--- src/core/pdc_pkg.sv ---
package pdc_pkg;
	localparam int ADDR_W = 32;
	localparam int DATA_W = 32;
	localparam int BE_W   = 4;

	// depth select codes
	localparam logic [1:0] SEL_NONE  = 2'h0;
	localparam logic [1:0] SEL_8BPP  = 2'h1;
	localparam logic [1:0] SEL_16BPP = 2'h2;

	// byte enable patterns
	localparam logic [3:0] BE_ALL  = 4'hF;
	localparam logic [3:0] BE_LANE = 4'h1;
	localparam logic [3:0] BE_LOHW = 4'h3;
	localparam logic [3:0] BE_HIHW = 4'hC;

	// field positions of the unpacked ARGB word
	localparam int RED_LSB   = 16;
	localparam int GREEN_LSB = 8;
	localparam int BLUE_LSB  = 0;
	localparam int ALPHA_LSB = 24;

	// value returned in the alpha byte of an expanded read
	localparam logic [7:0] ALPHA_FILL = 8'h00;
	localparam logic [31:0] REFUSED_DATA = 32'h00000000;
endpackage

--- src/core/pdc_port_if.sv ---
`timescale 1ns/1ps
interface pdc_port_if;
	logic        reqValid;
	logic        reqReady;
	logic        reqWrite;
	logic        reqFromCore;
	logic [31:0] reqAddr;
	logic [31:0] reqWrData;
	logic        rspValid;
	logic [31:0] rspRdData;

	modport device (
		input  reqValid,
		output reqReady,
		input  reqWrite,
		input  reqFromCore,
		input  reqAddr,
		input  reqWrData,
		output rspValid,
		output rspRdData
	);

	modport host (
		output reqValid,
		input  reqReady,
		output reqWrite,
		output reqFromCore,
		output reqAddr,
		output reqWrData,
		input  rspValid,
		input  rspRdData
	);
endinterface

--- src/core/pdc_pixel_codec.sv ---
`timescale 1ns/1ps
module pdc_pixel_codec (
	input  wire logic [1:0]  depthSel,
	input  wire logic [31:0] inAddr,
	input  wire logic [31:0] argbIn,
	input  wire logic [31:0] memWord,
	output logic      [31:0] outAddr,
	output logic      [3:0]  byteEn,
	output logic      [31:0] packedOut,
	output logic      [31:0] argbOut
);
	logic [7:0]  red;
	logic [7:0]  green;
	logic [7:0]  blue;
	logic [7:0]  pix8;
	logic [15:0] pix16;

	always_comb begin
		red   = argbIn[pdc_pkg::RED_LSB +: 8];
		green = argbIn[pdc_pkg::GREEN_LSB +: 8];
		blue  = argbIn[pdc_pkg::BLUE_LSB +: 8];
		pix8  = {red[7:5], green[7:5], blue[7:6]};
		pix16 = {red[7:3], green[7:2], blue[7:3]};
		outAddr   = inAddr;
		byteEn    = pdc_pkg::BE_ALL;
		packedOut = argbIn;
		argbOut   = memWord;
		unique case (depthSel)
			pdc_pkg::SEL_8BPP: begin
				outAddr   = {2'h0, inAddr[31:2]};
				byteEn    = pdc_pkg::BE_LANE << inAddr[1:0];
				packedOut = {4{pix8}};
				pix8    = memWord[{inAddr[1:0], 3'h0} +: 8];
				argbOut = {pdc_pkg::ALPHA_FILL,
					pix8[7:5], pix8[7:5], pix8[6:5],
					pix8[4:2], pix8[4:2], pix8[3:2],
					pix8[1:0], pix8[1:0], pix8[1:0], pix8[1:0]};
			end
			pdc_pkg::SEL_16BPP: begin
				outAddr   = {1'h0, inAddr[31:1]};
				byteEn    = inAddr[0] ? pdc_pkg::BE_HIHW : pdc_pkg::BE_LOHW;
				packedOut = {2{pix16}};
				pix16   = inAddr[0] ? memWord[31:16] : memWord[15:0];
				argbOut = {pdc_pkg::ALPHA_FILL,
					pix16[15:11], pix16[13:11],
					pix16[10:5], pix16[6:5],
					pix16[4:0], pix16[2:0]};
			end
			// code 3 is unused and behaves as no conversion
			default: begin
				outAddr = inAddr;
			end
		endcase
	end
endmodule

--- src/core/pdc_converter_end.sv ---
`timescale 1ns/1ps
module pdc_converter_end (
	input  wire logic        sys_clk,
	input  wire logic        reset_n,
	pdc_port_if.device       port,
	input  wire logic [1:0]  depthSelect,
	output logic             memValid,
	output logic             memWrite,
	output logic      [31:0] memAddr,
	output logic      [3:0]  memByteEn,
	output logic      [31:0] memWrData,
	input  wire logic        memReady,
	input  wire logic [31:0] memRdData
);
	typedef enum logic [1:0] {IDLE, MEM, RESP} pdc_conv_state_t;

	pdc_conv_state_t state_reg;
	pdc_conv_state_t state_next;
	logic [1:0]      sel_reg;
	logic [1:0]      sel_next;
	logic [31:0]     cpuAddr_reg;
	logic [31:0]     cpuAddr_next;
	logic            memWrite_reg;
	logic            memWrite_next;
	logic [31:0]     memAddr_reg;
	logic [31:0]     memAddr_next;
	logic [3:0]      memByteEn_reg;
	logic [3:0]      memByteEn_next;
	logic [31:0]     memWrData_reg;
	logic [31:0]     memWrData_next;
	logic [31:0]     rdData_reg;
	logic [31:0]     rdData_next;
	logic [1:0]      codecSel;
	logic [31:0]     codecAddr;
	logic [31:0]     xlatAddr;
	logic [3:0]      xlatBe;
	logic [31:0]     packedData;
	logic [31:0]     expandedData;
	logic            takeCore;
	logic            takeForeign;
	logic            memDone;

	// one codec serves both directions: live request while idle, latched one after
	assign codecSel  = (state_reg == IDLE) ? depthSelect : sel_reg;
	assign codecAddr = (state_reg == IDLE) ? port.reqAddr : cpuAddr_reg;

	pdc_pixel_codec i_pdc_pixel_codec (
		.depthSel  (codecSel),
		.inAddr    (codecAddr),
		.argbIn    (port.reqWrData),
		.memWord   (memRdData),
		.outAddr   (xlatAddr),
		.byteEn    (xlatBe),
		.packedOut (packedData),
		.argbOut   (expandedData)
	);

	// taken only while idle, so a new request never disturbs a cycle in flight
	assign takeCore    = (state_reg == IDLE) && port.reqValid && port.reqFromCore;
	assign takeForeign = (state_reg == IDLE) && port.reqValid && !port.reqFromCore;
	assign memDone     = (state_reg == MEM) && memReady;

	assign port.reqReady  = (state_reg == IDLE);
	assign port.rspValid  = (state_reg == RESP);
	assign port.rspRdData = rdData_reg;
	assign memValid       = (state_reg == MEM);
	assign memWrite       = memWrite_reg;
	assign memAddr        = memAddr_reg;
	assign memByteEn      = memByteEn_reg;
	assign memWrData      = memWrData_reg;

	// control: one transfer outstanding at a time
	always_comb begin
		state_next = state_reg;
		unique case (state_reg)
			IDLE: begin
				if (takeCore) begin
					state_next = MEM;
				end else if (takeForeign) begin
					// foreign access completes with no memory cycle
					state_next = RESP;
				end
			end
			MEM: begin
				if (memReady) begin
					state_next = RESP;
				end
			end
			RESP: begin
				state_next = IDLE;
			end
			default: begin
				state_next = IDLE;
			end
		endcase
	end

	always_ff @(posedge sys_clk or negedge reset_n) begin
		if (!reset_n) begin
			state_reg <= IDLE;
		end else begin
			state_reg <= state_next;
		end
	end

	// select and address kept, so a read expands with the depth it was issued under
	always_comb begin
		sel_next     = sel_reg;
		cpuAddr_next = cpuAddr_reg;
		if (takeCore) begin
			sel_next     = depthSelect;
			cpuAddr_next = port.reqAddr;
		end
	end

	always_ff @(posedge sys_clk or negedge reset_n) begin
		if (!reset_n) begin
			sel_reg     <= pdc_pkg::SEL_NONE;
			cpuAddr_reg <= '0;
		end else begin
			sel_reg     <= sel_next;
			cpuAddr_reg <= cpuAddr_next;
		end
	end

	// transfer direction
	always_comb begin
		memWrite_next = memWrite_reg;
		if (takeCore) begin
			memWrite_next = port.reqWrite;
		end
	end

	always_ff @(posedge sys_clk or negedge reset_n) begin
		if (!reset_n) begin
			memWrite_reg <= 1'h0;
		end else begin
			memWrite_reg <= memWrite_next;
		end
	end

	// translated once at take and held until memory answers
	always_comb begin
		memAddr_next   = memAddr_reg;
		memByteEn_next = memByteEn_reg;
		if (takeCore) begin
			memAddr_next   = xlatAddr;
			memByteEn_next = xlatBe;
		end
	end

	always_ff @(posedge sys_clk or negedge reset_n) begin
		if (!reset_n) begin
			memAddr_reg   <= '0;
			memByteEn_reg <= '0;
		end else begin
			memAddr_reg   <= memAddr_next;
			memByteEn_reg <= memByteEn_next;
		end
	end

	// packed write word
	always_comb begin
		memWrData_next = memWrData_reg;
		if (takeCore) begin
			memWrData_next = packedData;
		end
	end

	always_ff @(posedge sys_clk or negedge reset_n) begin
		if (!reset_n) begin
			memWrData_reg <= '0;
		end else begin
			memWrData_reg <= memWrData_next;
		end
	end

	// refused accesses read as zero, never as stale data
	always_comb begin
		rdData_next = rdData_reg;
		if (takeForeign) begin
			rdData_next = pdc_pkg::REFUSED_DATA;
		end else if (memDone && !memWrite_reg) begin
			rdData_next = expandedData;
		end
	end

	always_ff @(posedge sys_clk or negedge reset_n) begin
		if (!reset_n) begin
			rdData_reg <= '0;
		end else begin
			rdData_reg <= rdData_next;
		end
	end
endmodule

--- src/flat_wrapper.sv ---
// flat-port wrapper written by rule: the top's interface ports become plain ports
module pdc_converter_end_flat 
  (sys_clk, reset_n, depthSelect, memValid, memWrite, memAddr, memByteEn, memWrData, memReady, memRdData, port_reqValid, port_reqReady, port_reqWrite, port_reqFromCore, port_reqAddr, port_reqWrData, port_rspValid, port_rspRdData);
  pdc_port_if port_i ();
  input  wire logic sys_clk;
  input  wire logic reset_n;
  input  wire logic [1:0] depthSelect;
  output logic memValid;
  output logic memWrite;
  output logic      [31:0] memAddr;
  output logic      [3:0] memByteEn;
  output logic      [31:0] memWrData;
  input  wire logic memReady;
  input  wire logic [31:0] memRdData;
  input wire logic [$bits(port_i.reqValid)-1:0] port_reqValid;
  output wire logic [$bits(port_i.reqReady)-1:0] port_reqReady;
  input wire logic [$bits(port_i.reqWrite)-1:0] port_reqWrite;
  input wire logic [$bits(port_i.reqFromCore)-1:0] port_reqFromCore;
  input wire logic [$bits(port_i.reqAddr)-1:0] port_reqAddr;
  input wire logic [$bits(port_i.reqWrData)-1:0] port_reqWrData;
  output wire logic [$bits(port_i.rspValid)-1:0] port_rspValid;
  output wire logic [$bits(port_i.rspRdData)-1:0] port_rspRdData;
  assign port_i.reqValid = port_reqValid;
  assign port_reqReady = port_i.reqReady;
  assign port_i.reqWrite = port_reqWrite;
  assign port_i.reqFromCore = port_reqFromCore;
  assign port_i.reqAddr = port_reqAddr;
  assign port_i.reqWrData = port_reqWrData;
  assign port_rspValid = port_i.rspValid;
  assign port_rspRdData = port_i.rspRdData;
  pdc_converter_end u_core (.sys_clk(sys_clk), .reset_n(reset_n), .port(port_i), .depthSelect(depthSelect), .memValid(memValid), .memWrite(memWrite), .memAddr(memAddr), .memByteEn(memByteEn), .memWrData(memWrData), .memReady(memReady), .memRdData(memRdData));
endmodule
--- config.mk ---
export PLATFORM = sky130hd
export DESIGN_NAME = pdc_converter_end_flat
export DESIGN_NICKNAME = d
export VERILOG_FILES = /design/src/core/pdc_pkg.sv /design/src/core/pdc_port_if.sv /design/src/core/pdc_pixel_codec.sv /design/src/core/pdc_converter_end.sv /design/src/flat_wrapper.sv
export SDC_FILE = /design/constraint.sdc
export NUM_CORES = 1
export LEC_CHECK = 0
export ABC_AREA = 0
export BUFFER_PORTS_ARGS = -buffer_cell sky130_fd_sc_hd__buf_2
export CAP_MARGIN = 20
export CORE_ASPECT_RATIO = 1.5
export CORE_MARGIN = 4
export CORE_UTILIZATION = 47
export CTS_CLUSTER_SIZE = 30
export DETAILED_ROUTE_END_ITERATION = 6
export GPL_TIMING_DRIVEN = 0
export PLACE_DENSITY = 0.75
export SYNTH_ARGS = -nofsm -noshare
export SYNTH_HDL_FRONTEND = slang
export SYNTH_HIERARCHICAL = 1
export SYNTH_SLANG_ARGS = --single-unit
--- constraint.sdc ---
create_clock -name sys_clk -period 2.2 [get_ports sys_clk]
set_input_delay 0.22 -clock sys_clk [delete_from_list [all_inputs] [get_ports sys_clk]]
set_output_delay 0.22 -clock sys_clk [all_outputs]
set_load 0.03 [all_outputs]
# Yosys cells after proc, flatten, opt, wreduce, memory -nomap -nowiden
# Index checks and enable logic that the tools add are counted.
# W data, S select, Z words.
# op_classes
addsub,0
mul,0
div_mod_pow,0
order_cmp,0
eq_ne,6
n_shift,2
mux,14
n_bitwise,0
n_reduce_logical,10
# ops
op,count
$pmux W32 S2,3
$mux W32,3
$shiftx A32 B6 Y8,1
$mux W16,1
$mux W2,4
$pmux W4 S2,1
$logic_and A1 B1 Y1,5
$eq A2 B1 Y1 const B,2
$eq A2 B2 Y1 const B,2
$mux W4,1
$pmux W2 S2,1
$shl A1 B2 Y4 const A,1
$ne A3 B1 Y1 const B,1
$logic_not A1 Y1,2
$logic_not A2 Y1,1
$ne A2 B1 Y1 const B,1
$reduce_and A2 Y1,1
$reduce_bool A2 Y1,1
# totals
register_bits,137
latch_bits,0
ramBits,0
rom_bits,0
input_bits,104
output_inout_bits,104
elab_cells,40
mem_count,0

# Logic depth before layout (Yosys ltp)
# depth
ltp_word,6
depth_mapped,10
depth_no_buf,8

# Hierarchy
# Netlist, hierarchy kept.
# by_module_without_submodules
module,n_inst,cells_each,area_per_inst_um2,seq_area_each_um2
pdc_converter_end,1,340,5698.0,3428.3
pdc_pixel_codec,1,340,2015.7,0.0

# Least setup slack after synthesis
# OpenSTA, ideal clock, no wires.
# synth_timing
path_type,flip-flop to flip-flop
from,register u_core.state_reg[0]
to,"register u_core.memWrData_reg[24], in the netlist u_core/memWrData[24]"
setup_ps,125
t_arrival_ps,2190
required_ps,2075
slack_ps,-115
path_stages_with_launch,11
n_path_buf,2
period_less_slack_ps,2315
cell_sequence,dfrtp_1 nor2_4 mux2_2 inv_1 ha_1 buf_2 buf_2 a21o_1 a21oi_1 a21oi_1 mux2_4
# synth_via
elab_chain_cells,4
elab_cells_between_ends,7
cone_classes,eq/ne: 2; mux: 2; reduce/logical: 3
# synth_lines
element,line,source
start: declaration,pdc_converter_end.sv:17,pdc_conv_state_t state_reg;
start signal: assignment,pdc_converter_end.sv:102,state_reg <= state_next;
$logic_not A2 Y1 (*),pdc_converter_end.sv:44,assign codecSel = (state_reg == IDLE) ? depthSelect : sel_reg;
$mux W2 (*),pdc_converter_end.sv:44,
via u_core.codecSel[0],pdc_converter_end.sv:33,logic [1:0] codecSel;
$eq A2 B2 Y1 or $eq A2 B1 Y1 (tied branches),pdc_pixel_codec.sv:28,unique case (depthSel)
$pmux W32 S2 (*),pdc_pixel_codec.sv:28,
via u_core.packedData[24],pdc_converter_end.sv:37,logic [31:0] packedData;
end signal: assignment,pdc_converter_end.sv:174,memWrData_reg <= memWrData_next;
end: declaration,pdc_converter_end.sv:29,logic [31:0] memWrData_reg;
# The timed path passes the listed nets; every way through them passes the cells marked *.
# A chain may end at the register's enable or synchronous reset.

# Worst setup path after layout
# layout_timing
from,register u_core.state_reg[1]
to,"register u_core.memWrData_reg[4], in the netlist u_core/memWrData[4]"
# The elaborated chain is that of the path after synthesis.

==> run summary <==
Number of setup violations in the final report - 97
DP Worst Slack - -0.649 ns
Reg2Reg Launch Point - u_core/state_reg[1]$_DFFE_PN0P_
Combinational share of power - 0.562
Starting Density - 0.476
Antenna diodes - 0
Failing checks - negative setup slack
#FFs+latches synth - 137
Final nets - 1028
DR pass1 iterations - 7
Outcome - finished, violations left
Unique masters post-synth - 32
Met3 WL - 1.39 mm
Routed WL - 24.6 mm
WL/cell - 21.6 um
Largest delay share family, worst path - multiplexers
CORE AREA - 0.0162 mm2
Reg power frac - 0.253
Post-route setup slack - -0.141 ns
Latest clock arrival within the worst-skew pair - 0.42 ns
Vias in the first global route - 6657
CTS H-tree lvls - 4
Total GRT Usage - 0.247
Worst slew margin - 0.585
Highest metal used - met5
Setup crit start kind - flop
Worst VDD drop - 0.000805 V
Cell Area, Synth - 0.00771 mm2
Final Critical Period - 2.34 ns
Critical Path AT - 2.64 ns
Setup crit end kind - flop
Initial DRC Count - 333
PwrDens - 1510 mW/mm2
Start point of the critical path - u_core/state_reg[1]$_DFFE_PN0P_
Clock sinks - 137
Grt total ovfl - 0
CTS max path bufs - 2
Register area share after synthesis - 0.444
Layout cells sized above 1 - 0.615
Gpl congestion - 0.890
Clock transition at path regs - 0.06 ns
Area grow syn2layout - 39.3%
Die ar. - 0.0186 mm2
Clock Skew - 0.00758 ns
Vias - 6492
Psw - 6.81 mW
First-pass GRT wire length - 35.6 mm
Largest net degree at the start of global routing - 94
CP Max Fanout - 6
Syn nets - 787
Met1 wire length - 9.32 mm
Detail Route Antenna Nets - 0
Period utilisation layout - 1.06
RSZ-0062 raised after global routing - true
Crit path cell chain - nor2_4 -> mux2_4 -> ha_4 -> buf_8 -> buf_8 -> a21o_1 -> a21oi_2 -> a21oi_1 -> mux2_4
Ys flop type - dfrtp_1
Crit-path max cell delay - 0.42 ns
Port Buffers - 207
Cells after DPL - 1094
CP bufs+invs - 2
Overall die height - 165 um
Post-synthesis cell count - 680
Tightest Pin Transition - 0.619 ns
CTS Root Cell - clkbuf_16
Post-detail-place hpwl - 17.1 mm
Final Hold Fails - 0
FF+latch area - 0.00343 mm2
IO Pins - 208
Antenna violations before repair - 1
Die X-Extent - 113 um
Final Non-Filler Cells - 1139
TritonCTS clock tree - done
Yosys warning total - 6
Area of the multi-input gates - 0.00450 mm2
Max_cap viols - 0
Vias per inst - 5.70
Worst hold path class - primary input to flop
Kind of critical path - flop to flop
Power Internal - 9.46 mW
Crit-path slowest cell - dfrtp_2
Met2 WL - 13.0 mm
Lkg Pwr - 5.27 nW
Hold wc startpoint - port_reqWrite
Fmax - 427 MHz
Syn avg cell area - 11.3 um2
Sw frac - 0.418
Total CTS buffers - 17
# rows - 57
FILL cells - 1244
Worst EP required - 2.50 ns
DR DRC count - 0
Asr flop ratio synth - 1.00
Post-synth EDFFs - 0
Max Slew Vio Count - 0
Clock power frac - 0.185
==> through the flow <==
stage               utilization  instance area (um2)  TNS [ns]  power, mW  hold WS [ns]
floorplan                     -                 7790   -0.0891       9.25       -0.0756
global placement          0.561                 9090   -182.57       11.3         0.457
detailed placement        0.563                 9120    -38.53       11.4         0.174
CTS                       0.623                10100     -4.74       15.0        0.0276
global route              0.664                10700     -8.97       17.0        0.0395
finish                    0.664                10700     -6.42       16.3        0.0429
==> cell usage after synthesis, types with 3 or more instances <==
| cell | instances | area, um2 |
|---|---|---|
| dfrtp_1 | 137 | 3430 |
| mux2_2 | 90 | 1010 |
| a21oi_1 | 70 | 350 |
| mux2_4 | 59 | 886 |
| nand2_1 | 50 | 188 |
| a22o_1 | 36 | 315 |
| a22oi_1 | 34 | 255 |
| o21ai_0 | 33 | 165 |
| nor2b_1 | 29 | 181 |
| inv_1 | 24 | 90.1 |
| buf_2 | 21 | 105 |
| clkbuf_1 | 21 | 78.8 |
| mux2i_1 | 16 | 160 |
| and2_1 | 9 | 56.3 |
| buf_6 | 8 | 90.1 |
| o22a_1 | 8 | 70.1 |
| a21o_1 | 7 | 52.6 |
| buf_1 | 4 | 15.0 |
| mux2_1 | 4 | 45.0 |
| nor2_1 | 4 | 15.0 |
| ha_1 | 3 | 37.5 |
==> cells in the final DEF, fill, tap and decap left out, types with 10 or more instances in the layout <==
| master | Yosys | final |
|---|---|---|
| buf_2 | 21 | 221 |
| mux2i_1 | 16 | 14 |
| nor2b_1 | 29 | 27 |
| mux2_4 | 59 | 86 |
| o21ai_1 | 0 | 10 |
| mux2_2 | 90 | 65 |
| buf_6 | 8 | 15 |
| buf_4 | 1 | 10 |
| nand2_2 | 0 | 11 |
| nand2_1 | 50 | 24 |
| a22o_1 | 36 | 36 |
| a21oi_2 | 0 | 40 |
| a22oi_1 | 34 | 28 |
| inv_1 | 24 | 23 |
| o21ai_2 | 0 | 17 |
| a21oi_1 | 70 | 25 |
| clkbuf_16 | 0 | 23 |
| nand2_4 | 0 | 15 |
| dfrtp_1 | 137 | 135 |
==> power groups by stage <==
stage          combinational (mW)  sequential (mW)  clock, mW
6_report                     9.14             4.12       3.02
5_1_grt                      9.59             4.24       3.17
4_1_cts                      7.83             4.10       3.06
3_5_place_dp                 7.27             4.11          0
3_3_place_gp                 7.18             4.09          0
2_1_floorplan                3.67             5.58          0
==> layer usage <==
layer,track usage,vias to the layer above
met5,0,-
met2,0.437,254
met1,0.276,3243
met3,0.0572,60
li1,-,2933
met4,0.122,2
==> kinds of logic (layout without fill, tap and decap cells) <==
kind of cell	count (synthesis)	count (layout)	share of synthesized area
and+or+nand+nor	98	98	0.0631
muxes	169	169	0.273
DFF	137	137	0.444
adders and majority gates	3	3	0.00487
buffers and inverters	80	333	0.0527
AOI/OAI and AO/OA	193	193	0.162
==> timing repair <==
item / 4_1_cts / 5_1_grt
gates resized for setup: 80 / 178
hold buffers: 1 / 0
cloned: 2 / 5
pin swaps: 8 / 12
endpoints found under the setup margin: 100 / 100
buffers inserted: 7 / 1
hold endpoints to repair: 44 / 0
==> area by class of cell <==
class | count | area share
multi-input combinational | 463 | 0.418
sequential | 137 | 0.319
timing repair buffer | 224 | 0.123
buffer | 54 | 0.0498
clock buffer | 19 | 0.0412
tap | 206 | 0.0240
clock inverter | 12 | 0.0163
inverter | 24 | 0.00838
==> worst paths after layout <==
check	endpoint	slack, ns	depth (start not counted)
setup / recovery	u_core/memWrData[4]$_DFFE_PN0P_	-0.14	9
hold / removal	u_core/memWrite$_DFFE_PN0P_	0.04	2
setup reg to reg	u_core/memWrData[4]$_DFFE_PN0P_	-0.14	9
hold reg to reg	u_core/port.rspRdData[28]$_DFFE_PN0P_	0.50	1
max in group asynchronous	u_core/cpuAddr_reg[23]$_DFFE_PN0P_	1.07	3
min in group asynchronous	u_core/memWrData[9]$_DFFE_PN0P_	0.30	2
Power figures use the tool's default switching activity.
